**config.mk**
```make
export PLATFORM = sky130hd
export DESIGN_NAME = xbs_crossbar
export DESIGN_NICKNAME = d
export VERILOG_FILES = /design/src/inc/xbs_pkg.sv /design/src/hw/xbs_crossbar.sv
export SDC_FILE = /design/constraint.sdc
export NUM_CORES = 2
export LEC_CHECK = 0
export BUFFER_PORTS_ARGS = -buffer_cell sky130_fd_sc_hd__buf_2
export CAP_MARGIN = 25
export CORE_AREA = 2 2 448 450
export CTS_BUF_LIST = sky130_fd_sc_hd__clkbuf_4 sky130_fd_sc_hd__clkbuf_8
export CTS_CLUSTER_DIAMETER = 40
export CTS_CLUSTER_SIZE = 40
export DETAILED_ROUTE_END_ITERATION = 16
export DIE_AREA = 0 0 450 452
export PLACE_DENSITY_LB_ADDON = 0.2
export SYNTH_ARGS = -nofsm -noshare
export SYNTH_HDL_FRONTEND = slang
export SYNTH_SLANG_ARGS = --single-unit
```
**constraint.sdc**
```tcl
create_clock -name i_clk -period 22.8 [get_ports i_clk]
set_clock_uncertainty 0.2 [all_clocks]
set_input_delay 6.84 -clock i_clk [delete_from_list [all_inputs] [get_ports i_clk]]
set_output_delay 6.84 -clock i_clk [all_outputs]
set_load 0.1 [all_outputs]
```
**src/inc/xbs_pkg.sv**
```systemverilog
// Package of constants and carrier types for the crossbar switch with bridges.
package xbs_pkg;

	// ----------------------------------------
	// Sizes and indices
	// ----------------------------------------
	localparam int NM = 5;
	localparam int NT = 5;
	localparam int M_CPU_DATA = 0;
	localparam int M_PROG_FILL = 1;
	localparam int M_DMA_HIGH = 2;
	localparam int M_DMA_LOW = 3;
	localparam int M_HOST = 4;
	localparam int T_ONCHIP_MEM = 0;
	localparam int T_EXT_MEM = 1;
	localparam int T_PERIPH_CFG = 2;
	localparam int T_AUDIO_DMA = 3;
	localparam int T_DMA_REGS = 4;

	// ----------------------------------------
	// Address map, decoded on the top address byte, or on the top nibble for external memory
	// ----------------------------------------
	localparam logic [7:0] ROM_TOP_BYTE = 8'h00;
	localparam logic [7:0] RAM_TOP_BYTE = 8'h10;
	localparam logic [7:0] PERIPH_FIRST_BYTE = 8'h40;
	localparam logic [7:0] PERIPH_LAST_BYTE = 8'h4A;
	localparam logic [7:0] AUDIO_FIRST_BYTE = 8'h54;
	localparam logic [7:0] AUDIO_LAST_BYTE = 8'h56;
	localparam logic [7:0] DMAREG_FIRST_BYTE = 8'h60;
	localparam logic [7:0] DMAREG_LAST_BYTE = 8'h62;
	localparam logic [3:0] EXT_SDRAM_NIBBLE = 4'h8;
	localparam logic [3:0] EXT_ASYNC_NIBBLE = 4'h9;

	// ----------------------------------------
	// Bridge control register
	// ----------------------------------------
	localparam logic [31:0] BRIDGE_CONTROL_ADDR = 32'h4000_0024;
	localparam int SLAVE_BRIDGE_RESET_BIT = 0;
	localparam logic SLAVE_BRIDGE_RESET_RST = 1'b1;

	// ----------------------------------------
	// Bridge timing and priority
	// ----------------------------------------
	localparam int BRIDGE_STAGE_CYCLES = 2;
	localparam logic [2:0] RANK_LAST = 3'h5;
	localparam logic [1:0] HOPS_NO_ROUTE = 2'h3;
	localparam logic [14:0] DEFAULT_RANKS = {3'h4, 3'h3, 3'h2, 3'h1, 3'h0};

	// ----------------------------------------
	// Carrier types
	// ----------------------------------------
	typedef struct packed {
		logic stb;
		logic we;
		logic [3:0] sel;
		logic [31:0] adr;
		logic [31:0] dat;
	} xbs_req_t;

	typedef struct packed {
		logic ack;
		logic err;
		logic [31:0] dat;
	} xbs_rsp_t;

endpackage

```
**src/hw/xbs_crossbar.sv**
```systemverilog
// Crossbar switch joining five masters to five target groups through bridge stages.
`timescale 1ns/1ps
//
// Notes on behaviour
// [RQ1] Accept requests from five masters.
// [RQ2] Route requests to five target groups.
// [RQ3] Different targets serve different masters concurrently.
// [RQ4] Same-cycle contention: highest priority wins, others stall.
// [RQ5] Owner finishes whole access before rearbitration.
// [RQ6] High-priority DMA beats low-priority DMA.
// [RQ7] Program port ranks fifth at external memory, one bridge.
// [RQ8] Cross-rate paths pass through a buffering bridge.
// [RQ9] Data bridge serves peripherals, DMA registers, external memory.
// [RQ10] Memory bridge carries DMA and host to on-chip memory.
// [RQ11] Two bridges feed external memory from both sides.
// [RQ12] Bit 0 holds memory bridge in reset, resets 1.
// [RQ13] Software pulses bridge reset after clock changes.
// [RQ14] Software writes zeros to reserved bits.
// [RQ15] Master priority order is a design parameter.
// [RQ16] Stalled master keeps request pending until granted.
module xbs_crossbar #(
	parameter logic [14:0] MASTER_RANK = xbs_pkg::DEFAULT_RANKS,
	parameter int BRIDGE_LAT = xbs_pkg::BRIDGE_STAGE_CYCLES
) (
	input wire logic i_clk,
	input wire logic i_rst,
	input wire xbs_pkg::xbs_req_t i_m_req [xbs_pkg::NM],
	output xbs_pkg::xbs_rsp_t o_m_rsp [xbs_pkg::NM],
	output xbs_pkg::xbs_req_t o_t_req [xbs_pkg::NT],
	input wire xbs_pkg::xbs_rsp_t i_t_rsp [xbs_pkg::NT],
	input wire logic i_wb_cyc,
	input wire logic i_wb_stb,
	input wire logic i_wb_we,
	input wire logic [31:0] i_wb_adr,
	input wire logic [3:0] i_wb_sel,
	input wire logic [31:0] i_wb_dat,
	output logic [31:0] o_wb_dat,
	output logic o_wb_ack,
	output logic o_slave_bridge_reset
);

	// ----------------------------------------
	// Elaboration checks
	// ----------------------------------------
	if (MASTER_RANK[3*xbs_pkg::M_DMA_HIGH +: 3] >= MASTER_RANK[3*xbs_pkg::M_DMA_LOW +: 3]) begin : g_bad_rank
		$error("High-priority DMA port must outrank the low-priority DMA port.");
	end
	if (BRIDGE_LAT < 1 || BRIDGE_LAT > 3) begin : g_bad_lat
		$error("BRIDGE_LAT must lie between 1 and 3.");
	end

	typedef enum logic [1:0] {XBS_IDLE, XBS_CROSS, XBS_ISSUE, XBS_DONE} xbs_tstate_t;

	// ----------------------------------------
	// Decode and routing functions
	// ----------------------------------------
	// Returns the target group of an address, or NT when nothing is mapped there.
	function automatic logic [2:0] decode_target(input logic [31:0] adr);
		logic [7:0] top;
		top = adr[31:24];
		if (top == xbs_pkg::ROM_TOP_BYTE || top == xbs_pkg::RAM_TOP_BYTE)
			return 3'(xbs_pkg::T_ONCHIP_MEM);
		else if (adr[31:28] == xbs_pkg::EXT_SDRAM_NIBBLE || adr[31:28] == xbs_pkg::EXT_ASYNC_NIBBLE)
			return 3'(xbs_pkg::T_EXT_MEM);
		else if (top >= xbs_pkg::PERIPH_FIRST_BYTE && top <= xbs_pkg::PERIPH_LAST_BYTE)
			return 3'(xbs_pkg::T_PERIPH_CFG);
		else if (top >= xbs_pkg::AUDIO_FIRST_BYTE && top <= xbs_pkg::AUDIO_LAST_BYTE)
			return 3'(xbs_pkg::T_AUDIO_DMA);
		else if (top >= xbs_pkg::DMAREG_FIRST_BYTE && top <= xbs_pkg::DMAREG_LAST_BYTE)
			return 3'(xbs_pkg::T_DMA_REGS);
		return 3'(xbs_pkg::NT);
	endfunction

	// Number of bridge crossings between a master and a target; no route when a
	// master has no path to that target in the switch.
	function automatic logic [1:0] bridge_hops(input int m, input int t);
		logic [1:0] h;
		h = xbs_pkg::HOPS_NO_ROUTE;
		if (m == xbs_pkg::M_CPU_DATA) begin
			if (t == xbs_pkg::T_EXT_MEM)
				h = 2'h2; // [RQ9] [RQ11]
			else if (t != xbs_pkg::T_ONCHIP_MEM)
				h = 2'h1; // [RQ9]
		end else if (m == xbs_pkg::M_PROG_FILL) begin
			if (t == xbs_pkg::T_EXT_MEM)
				h = 2'h1; // [RQ7] [RQ11]
		end else begin
			if (t == xbs_pkg::T_ONCHIP_MEM || t == xbs_pkg::T_EXT_MEM)
				h = 2'h1; // [RQ10] [RQ11]
			else
				h = 2'h0;
		end
		return h;
	endfunction

	// Rank used at a target; lower wins.
	function automatic logic [2:0] rank_at(input int m, input int t);
		if (m == xbs_pkg::M_PROG_FILL && t == xbs_pkg::T_EXT_MEM)
			return xbs_pkg::RANK_LAST; // [RQ7]
		return MASTER_RANK[3*m +: 3]; // [RQ15]
	endfunction

	// ----------------------------------------
	// Bridge control register over Wishbone
	// ----------------------------------------
	logic slave_bridge_reset_r;
	logic wb_hit;

	assign wb_hit = i_wb_adr == xbs_pkg::BRIDGE_CONTROL_ADDR;

	always_ff @(posedge i_clk) begin
		if (i_rst) begin
			o_wb_ack <= 1'b0;
			o_wb_dat <= 32'h0000_0000;
		end else begin
			o_wb_ack <= i_wb_cyc && i_wb_stb && !o_wb_ack;
			o_wb_dat <= 32'h0000_0000;
			if (wb_hit)
				o_wb_dat[xbs_pkg::SLAVE_BRIDGE_RESET_BIT] <= slave_bridge_reset_r;
		end
	end

	always_ff @(posedge i_clk) begin
		if (i_rst) begin
			slave_bridge_reset_r <= xbs_pkg::SLAVE_BRIDGE_RESET_RST; // [RQ12]
		end else if (i_wb_cyc && i_wb_stb && i_wb_we && !o_wb_ack && wb_hit && i_wb_sel[0]) begin
			slave_bridge_reset_r <= i_wb_dat[xbs_pkg::SLAVE_BRIDGE_RESET_BIT]; // [RQ12]
		end
	end

	always_ff @(posedge i_clk) begin
		if (i_rst)
			o_slave_bridge_reset <= xbs_pkg::SLAVE_BRIDGE_RESET_RST;
		else
			o_slave_bridge_reset <= slave_bridge_reset_r;
	end

	// ----------------------------------------
	// Per-master decode
	// ----------------------------------------
	logic [2:0] m_target [xbs_pkg::NM];
	logic m_unroutable [xbs_pkg::NM];

	for (genvar gm = 0; gm < xbs_pkg::NM; gm++) begin : g_mdec
		assign m_target[gm] = decode_target(i_m_req[gm].adr); // [RQ1]
		always_comb begin
			m_unroutable[gm] = 1'b1;
			for (int t = 0; t < xbs_pkg::NT; t++) begin
				if (m_target[gm] == 3'(t) && bridge_hops(gm, t) != xbs_pkg::HOPS_NO_ROUTE)
					m_unroutable[gm] = 1'b0;
			end
		end
	end

	// ----------------------------------------
	// Per-target arbiter and bridge stage
	// ----------------------------------------
	xbs_tstate_t t_state_r [xbs_pkg::NT];
	logic [2:0] t_owner_r [xbs_pkg::NT];
	logic [2:0] t_cnt_r [xbs_pkg::NT];
	xbs_pkg::xbs_req_t t_buf_r [xbs_pkg::NT];

	for (genvar gt = 0; gt < xbs_pkg::NT; gt++) begin : g_tgt
		logic win_any;
		logic [2:0] win_idx;
		logic [2:0] win_rank;
		logic [2:0] win_cnt;
		logic blocked;

		// A held memory bridge admits nothing to on-chip memory, so requests queued there simply stall.
		assign blocked = gt == xbs_pkg::T_ONCHIP_MEM && slave_bridge_reset_r; // [RQ12] [RQ13]

		always_comb begin
			win_any = 1'b0;
			win_idx = 3'h0;
			win_rank = 3'h7;
			win_cnt = 3'h0;
			for (int m = 0; m < xbs_pkg::NM; m++) begin
				if (i_m_req[m].stb && !o_m_rsp[m].ack && !o_m_rsp[m].err && m_target[m] == 3'(gt)
						&& bridge_hops(m, gt) != xbs_pkg::HOPS_NO_ROUTE && !blocked
						&& rank_at(m, gt) < win_rank) begin // [RQ4] [RQ6] [RQ2]
					win_any = 1'b1;
					win_idx = 3'(m);
					win_rank = rank_at(m, gt);
					win_cnt = 3'(BRIDGE_LAT * int'(bridge_hops(m, gt)));
				end
			end
		end

		// Requests stay with the master until granted, so losers just wait. [RQ16]
		always_ff @(posedge i_clk) begin
			if (i_rst) begin
				t_state_r[gt] <= XBS_IDLE;
				t_owner_r[gt] <= 3'h0;
				t_cnt_r[gt] <= 3'h0;
				t_buf_r[gt] <= '0;
			end else begin
				unique case (t_state_r[gt])
					XBS_IDLE: begin
						if (win_any) begin
							t_state_r[gt] <= XBS_CROSS; // [RQ3]
							t_owner_r[gt] <= win_idx;
							t_cnt_r[gt] <= win_cnt;
							t_buf_r[gt] <= i_m_req[win_idx]; // [RQ8]
						end
					end
					XBS_CROSS: begin
						if (t_cnt_r[gt] == 3'h0)
							t_state_r[gt] <= XBS_ISSUE; // [RQ8]
						else
							t_cnt_r[gt] <= t_cnt_r[gt] - 3'h1;
					end
					XBS_ISSUE: begin
						if (o_t_req[gt].stb && i_t_rsp[gt].ack)
							t_state_r[gt] <= XBS_DONE; // [RQ5]
					end
					XBS_DONE: begin
						t_state_r[gt] <= XBS_IDLE; // [RQ5]
					end
				endcase
			end
		end

		always_ff @(posedge i_clk) begin
			if (i_rst) begin
				o_t_req[gt] <= '0;
			end else if (t_state_r[gt] == XBS_CROSS && t_cnt_r[gt] == 3'h0) begin
				o_t_req[gt] <= t_buf_r[gt]; // [RQ2]
			end else if (o_t_req[gt].stb && i_t_rsp[gt].ack) begin
				o_t_req[gt].stb <= 1'b0;
			end
		end
	end

	// ----------------------------------------
	// Master answers
	// ----------------------------------------
	for (genvar gm = 0; gm < xbs_pkg::NM; gm++) begin : g_mrsp
		logic done_hit;
		logic [31:0] done_dat;

		always_comb begin
			done_hit = 1'b0;
			done_dat = 32'h0000_0000;
			for (int t = 0; t < xbs_pkg::NT; t++) begin
				if (t_state_r[t] == XBS_ISSUE && t_owner_r[t] == 3'(gm) && o_t_req[t].stb && i_t_rsp[t].ack) begin
					done_hit = 1'b1;
					done_dat = i_t_rsp[t].dat;
				end
			end
		end

		// Unmapped or unroutable addresses end with an error so the master never hangs.
		always_ff @(posedge i_clk) begin
			if (i_rst) begin
				o_m_rsp[gm] <= '0;
			end else begin
				o_m_rsp[gm].ack <= done_hit; // [RQ5]
				o_m_rsp[gm].err <= i_m_req[gm].stb && m_unroutable[gm] && !o_m_rsp[gm].err;
				if (done_hit)
					o_m_rsp[gm].dat <= done_dat;
			end
		end
	end

endmodule

```
==> flow_summary.json <==
{
  "clock_sinks": 914,
  "ant_nets": 0,
  "min_to": "o_t_req[202]",
  "antenna_found_initial": 73,
  "root_buffer": "clkbuf_8",
  "switching_share_pct": 32.4,
  "placed_area_um2": 56400,
  "post-route-period-util_pct": 45.4,
  "comb_power_share_pct": 13.0,
  "final_max_slew_viol_count": 0,
  "drt-initial-drc-count": 5416,
  "layout_commonest_cell": "buf_2",
  "critical_path_class": "primary input to register",
  "cp-end-kind": "register",
  "post_cts_buffers": 0,
  "grt_usage_pct": 26.8,
  "synthArstFlopShare_pct": 0,
  "finalPower_mw": 4.49,
  "hp-start": "o_t_req[202]",
  "leakagePower_nw": 23.9,
  "synth-seq-cells": 914,
  "gp_congestion": 0.872,
  "worstPathRequired_ns": 23.28,
  "r2r_slack_ns": 18.10,
  "slew-limit-headroom_pct": 18.0,
  "r2r-start": "o_m_rsp[169]",
  "drtPass1Iterations": 6,
  "grt_pass1_vias": 49700,
  "critical-path-max-stage-delay_ns": 0.74,
  "die_w_um": 450,
  "path_max_fanout": 39,
  "critical_path.startpoint_type": "primary input",
  "die_area_um2": 203000,
  "num_io_pins": 1147,
  "stdcell_area_um2": 61100,
  "worstMarginPinSlew_ns": 1.23,
  "use_met3_pct": 7.17,
  "crit_family": "simple AND/OR/NAND/NOR gates",
  "synth_edf_count": 390,
  "slowest_stage": "nor2_1",
  "yosysSeqAreaShare_pct": 45.8,
  "pwr-share-seq_pct": 39.9,
  "hold_class": "register to register",
  "num-fill-cells": 21300,
  "grt_max_degree": 76,
  "cts_max_path_buffers": 3,
  "area_delta_synth_final_pct": 25.9,
  "syn_area_per_cell_um2": 8.72,
  "hpwl_um": 193000,
  "multi_input_area_um2": 24400,
  "wl_um": 286000,
  "path_cells": "buf_2 > or3b_2 > nor2_1 > a21o_4 > and3_2 > buf_4 > a211oi_1 > o21ai_0",
  "start_util_pct": 24.4,
  "ctsResizeCount": 0,
  "ys.flop_type": "dfxtp_1",
  "cts_hold_buffers": 0,
  "clk_pin_slew_ns": 0.08,
  "max-cap-violations": 0,
  "cp_data_arrival_time_ns": 10.83,
  "seqCellArea_um2": 22200,
  "period_needed_ns": 10.35,
  "fmax_ghz": 0.0966,
  "layout-drive-gt1-share_pct": 26.5,
  "rsz0062_at_grt": "no",
  "grt_pass1_wl_um": 393000,
  "io_buffers": 1076,
  "grt_use_met2_pct": 45.1,
  "power_switching_mw": 1.45,
  "top_usage_layer": "met2",
  "htree_levels": 4,
  "drc_errors": 0,
  "p_clk_share_pct": 47.1,
  "fin_nets": 7025,
  "grtUsageMet1_pct": 30.5,
  "hold_depth": 2,
  "powerDensity_nw_per_um2": 73.5,
  "vias_per_cell": 5.57,
  "finalHoldViolCount": 0,
  "insertion_delay_ns": 0.96,
  "reg2reg_to": "t_buf_r[1][64]",
  "setup_tns_ns": 0,
  "cts_tree": "built",
  "ir_drop_mv": 0.0442,
  "rows": 164,
  "reg2reg_depth": 7,
  "setup.worst_path.start": "i_m_req[341]",
  "crit_buf_inv": 2,
  "setup_viol": 0,
  "status": "completed",
  "yosys_warnings": 0,
  "coreArea_um2": 199000,
  "numCtsBuffers": 194,
  "p_int_mw": 3.04,
  "fp.dieH_um": 452,
  "final_cell_mix": "buf_2, nand2_1, a21oi_1",
  "synthCells": 5564,
  "num_vias": 51700,
  "wire_per_inst_um": 30.8,
  "ys_types": 79,
  "grt.overflow.total": 0,
  "netlist_area_um2": 48500
}
[layout make-up]
cell class | count | area share (%)
multi-input combinational | 4087 | 40.0
sequential | 914 | 36.3
timing repair buffer | 1194 | 10.4
tap | 2656 | 5.44
clock buffer | 222 | 4.85
clock inverter | 143 | 2.64
inverter | 31 | 0.203
antenna | 44 | 0.180
[registers in the layout (all words and copies together) (netlist names)]
name,cells
g_tgt.blocked,1
o_m_rsp,170
o_slave_bridge_reset,1
o_t_req,350
o_wb_ack,1
o_wb_dat,1
t_buf_r,350
t_cnt_r,15
t_owner_r,15
t_state_r,10
[per-stage QoR]
| stage | utilization, % | setup slack [ns] | std cells | hold WS (ns) |
|---|---|---|---|---|
| floorplan | - | 8.20 | 5613 | 0.271 |
| global placement | 28.4 | 11.58 | 8879 | 0.241 |
| detailed placement | 28.4 | 11.57 | 8881 | 0.238 |
| CTS | 30.7 | 12.68 | 9246 | 0.251 |
| global route | 30.7 | 12.45 | 9278 | 0.265 |
| finish | 30.8 | 12.45 | 9291 | 0.250 |
[worst max path at each step]
stage                      end  cells past startpoint  slack (ns)
5_1_grt         t_buf_r[1][64]                      8       12.45
2_1_floorplan  t_state_r[0][0]                      7        8.20
3_5_place_dp    t_buf_r[1][64]                      8       11.57
6_report        t_buf_r[1][64]                      8       12.45
3_3_place_gp    t_buf_r[1][64]                      8       11.58
4_1_cts         t_buf_r[1][64]                      8       12.68
[cells in the mapped netlist, drive strengths merged, types with 13 or more instances]
cell type,instances,area share (%)
nor4,100,1.3
edfxtp,390,24
a32oi,64,1.2
buf,116,1.4
a21oi,659,7.1
o21ai,275,2.8
o211ai,97,1.5
dfxtp,524,22
a211oi,171,2.6
nor3,183,1.9
a31oi,39,0.50
mux2i,259,5.3
a21o,126,1.9
nand2b,13,0.17
nor2,339,2.6
inv,30,0.23
o221ai,100,1.8
clkbuf,465,3.6
nor2b,17,0.22
a22o,122,2.2
a2111oi,34,0.62
nand3,83,0.86
a221oi,63,1.1
nand2,1001,7.7
o221a,65,1.5
a21boi,68,1.1
[tightest hold or removal path, stage by stage (launching register included)]
cell and delay [ns]:
dfxtp_1 0.31, nand2_1 0.05, a21oi_1 0.05
[metal layers]
layer  vias up  part of all wire, %
li1      22500                    -
met1     25600                   37
met2      2958                   48
met3       720                  8.8
met4        26                  6.1
met5         -                0.056
[logic make-up after synthesis]
family          count (synthesis)  share of synthesized area [%]
compound gates               1928                           26.9
mux                           259                           5.34
xor+xnor                        2                         0.0361
fa+ha+maj                      10                          0.258
buf+inv                       612                           5.21
simple gates                 1838                           16.5
flops                         914                           45.8
other cells                     1                        0.00773
[power groups by stage]
| stage | Clock (mW) | Sequential, mW | Combinational [mW] |
|---|---|---|---|
| floorplan | 0 | 1.95 | 0.205 |
| global placement | 0 | 1.83 | 0.571 |
| detailed placement | 0 | 1.83 | 0.576 |
| CTS | 2.16 | 1.79 | 0.577 |
| global route | 2.22 | 1.80 | 0.607 |
| finish | 2.12 | 1.79 | 0.581 |
No activity file was read; power rests on OpenSTA's default activity.
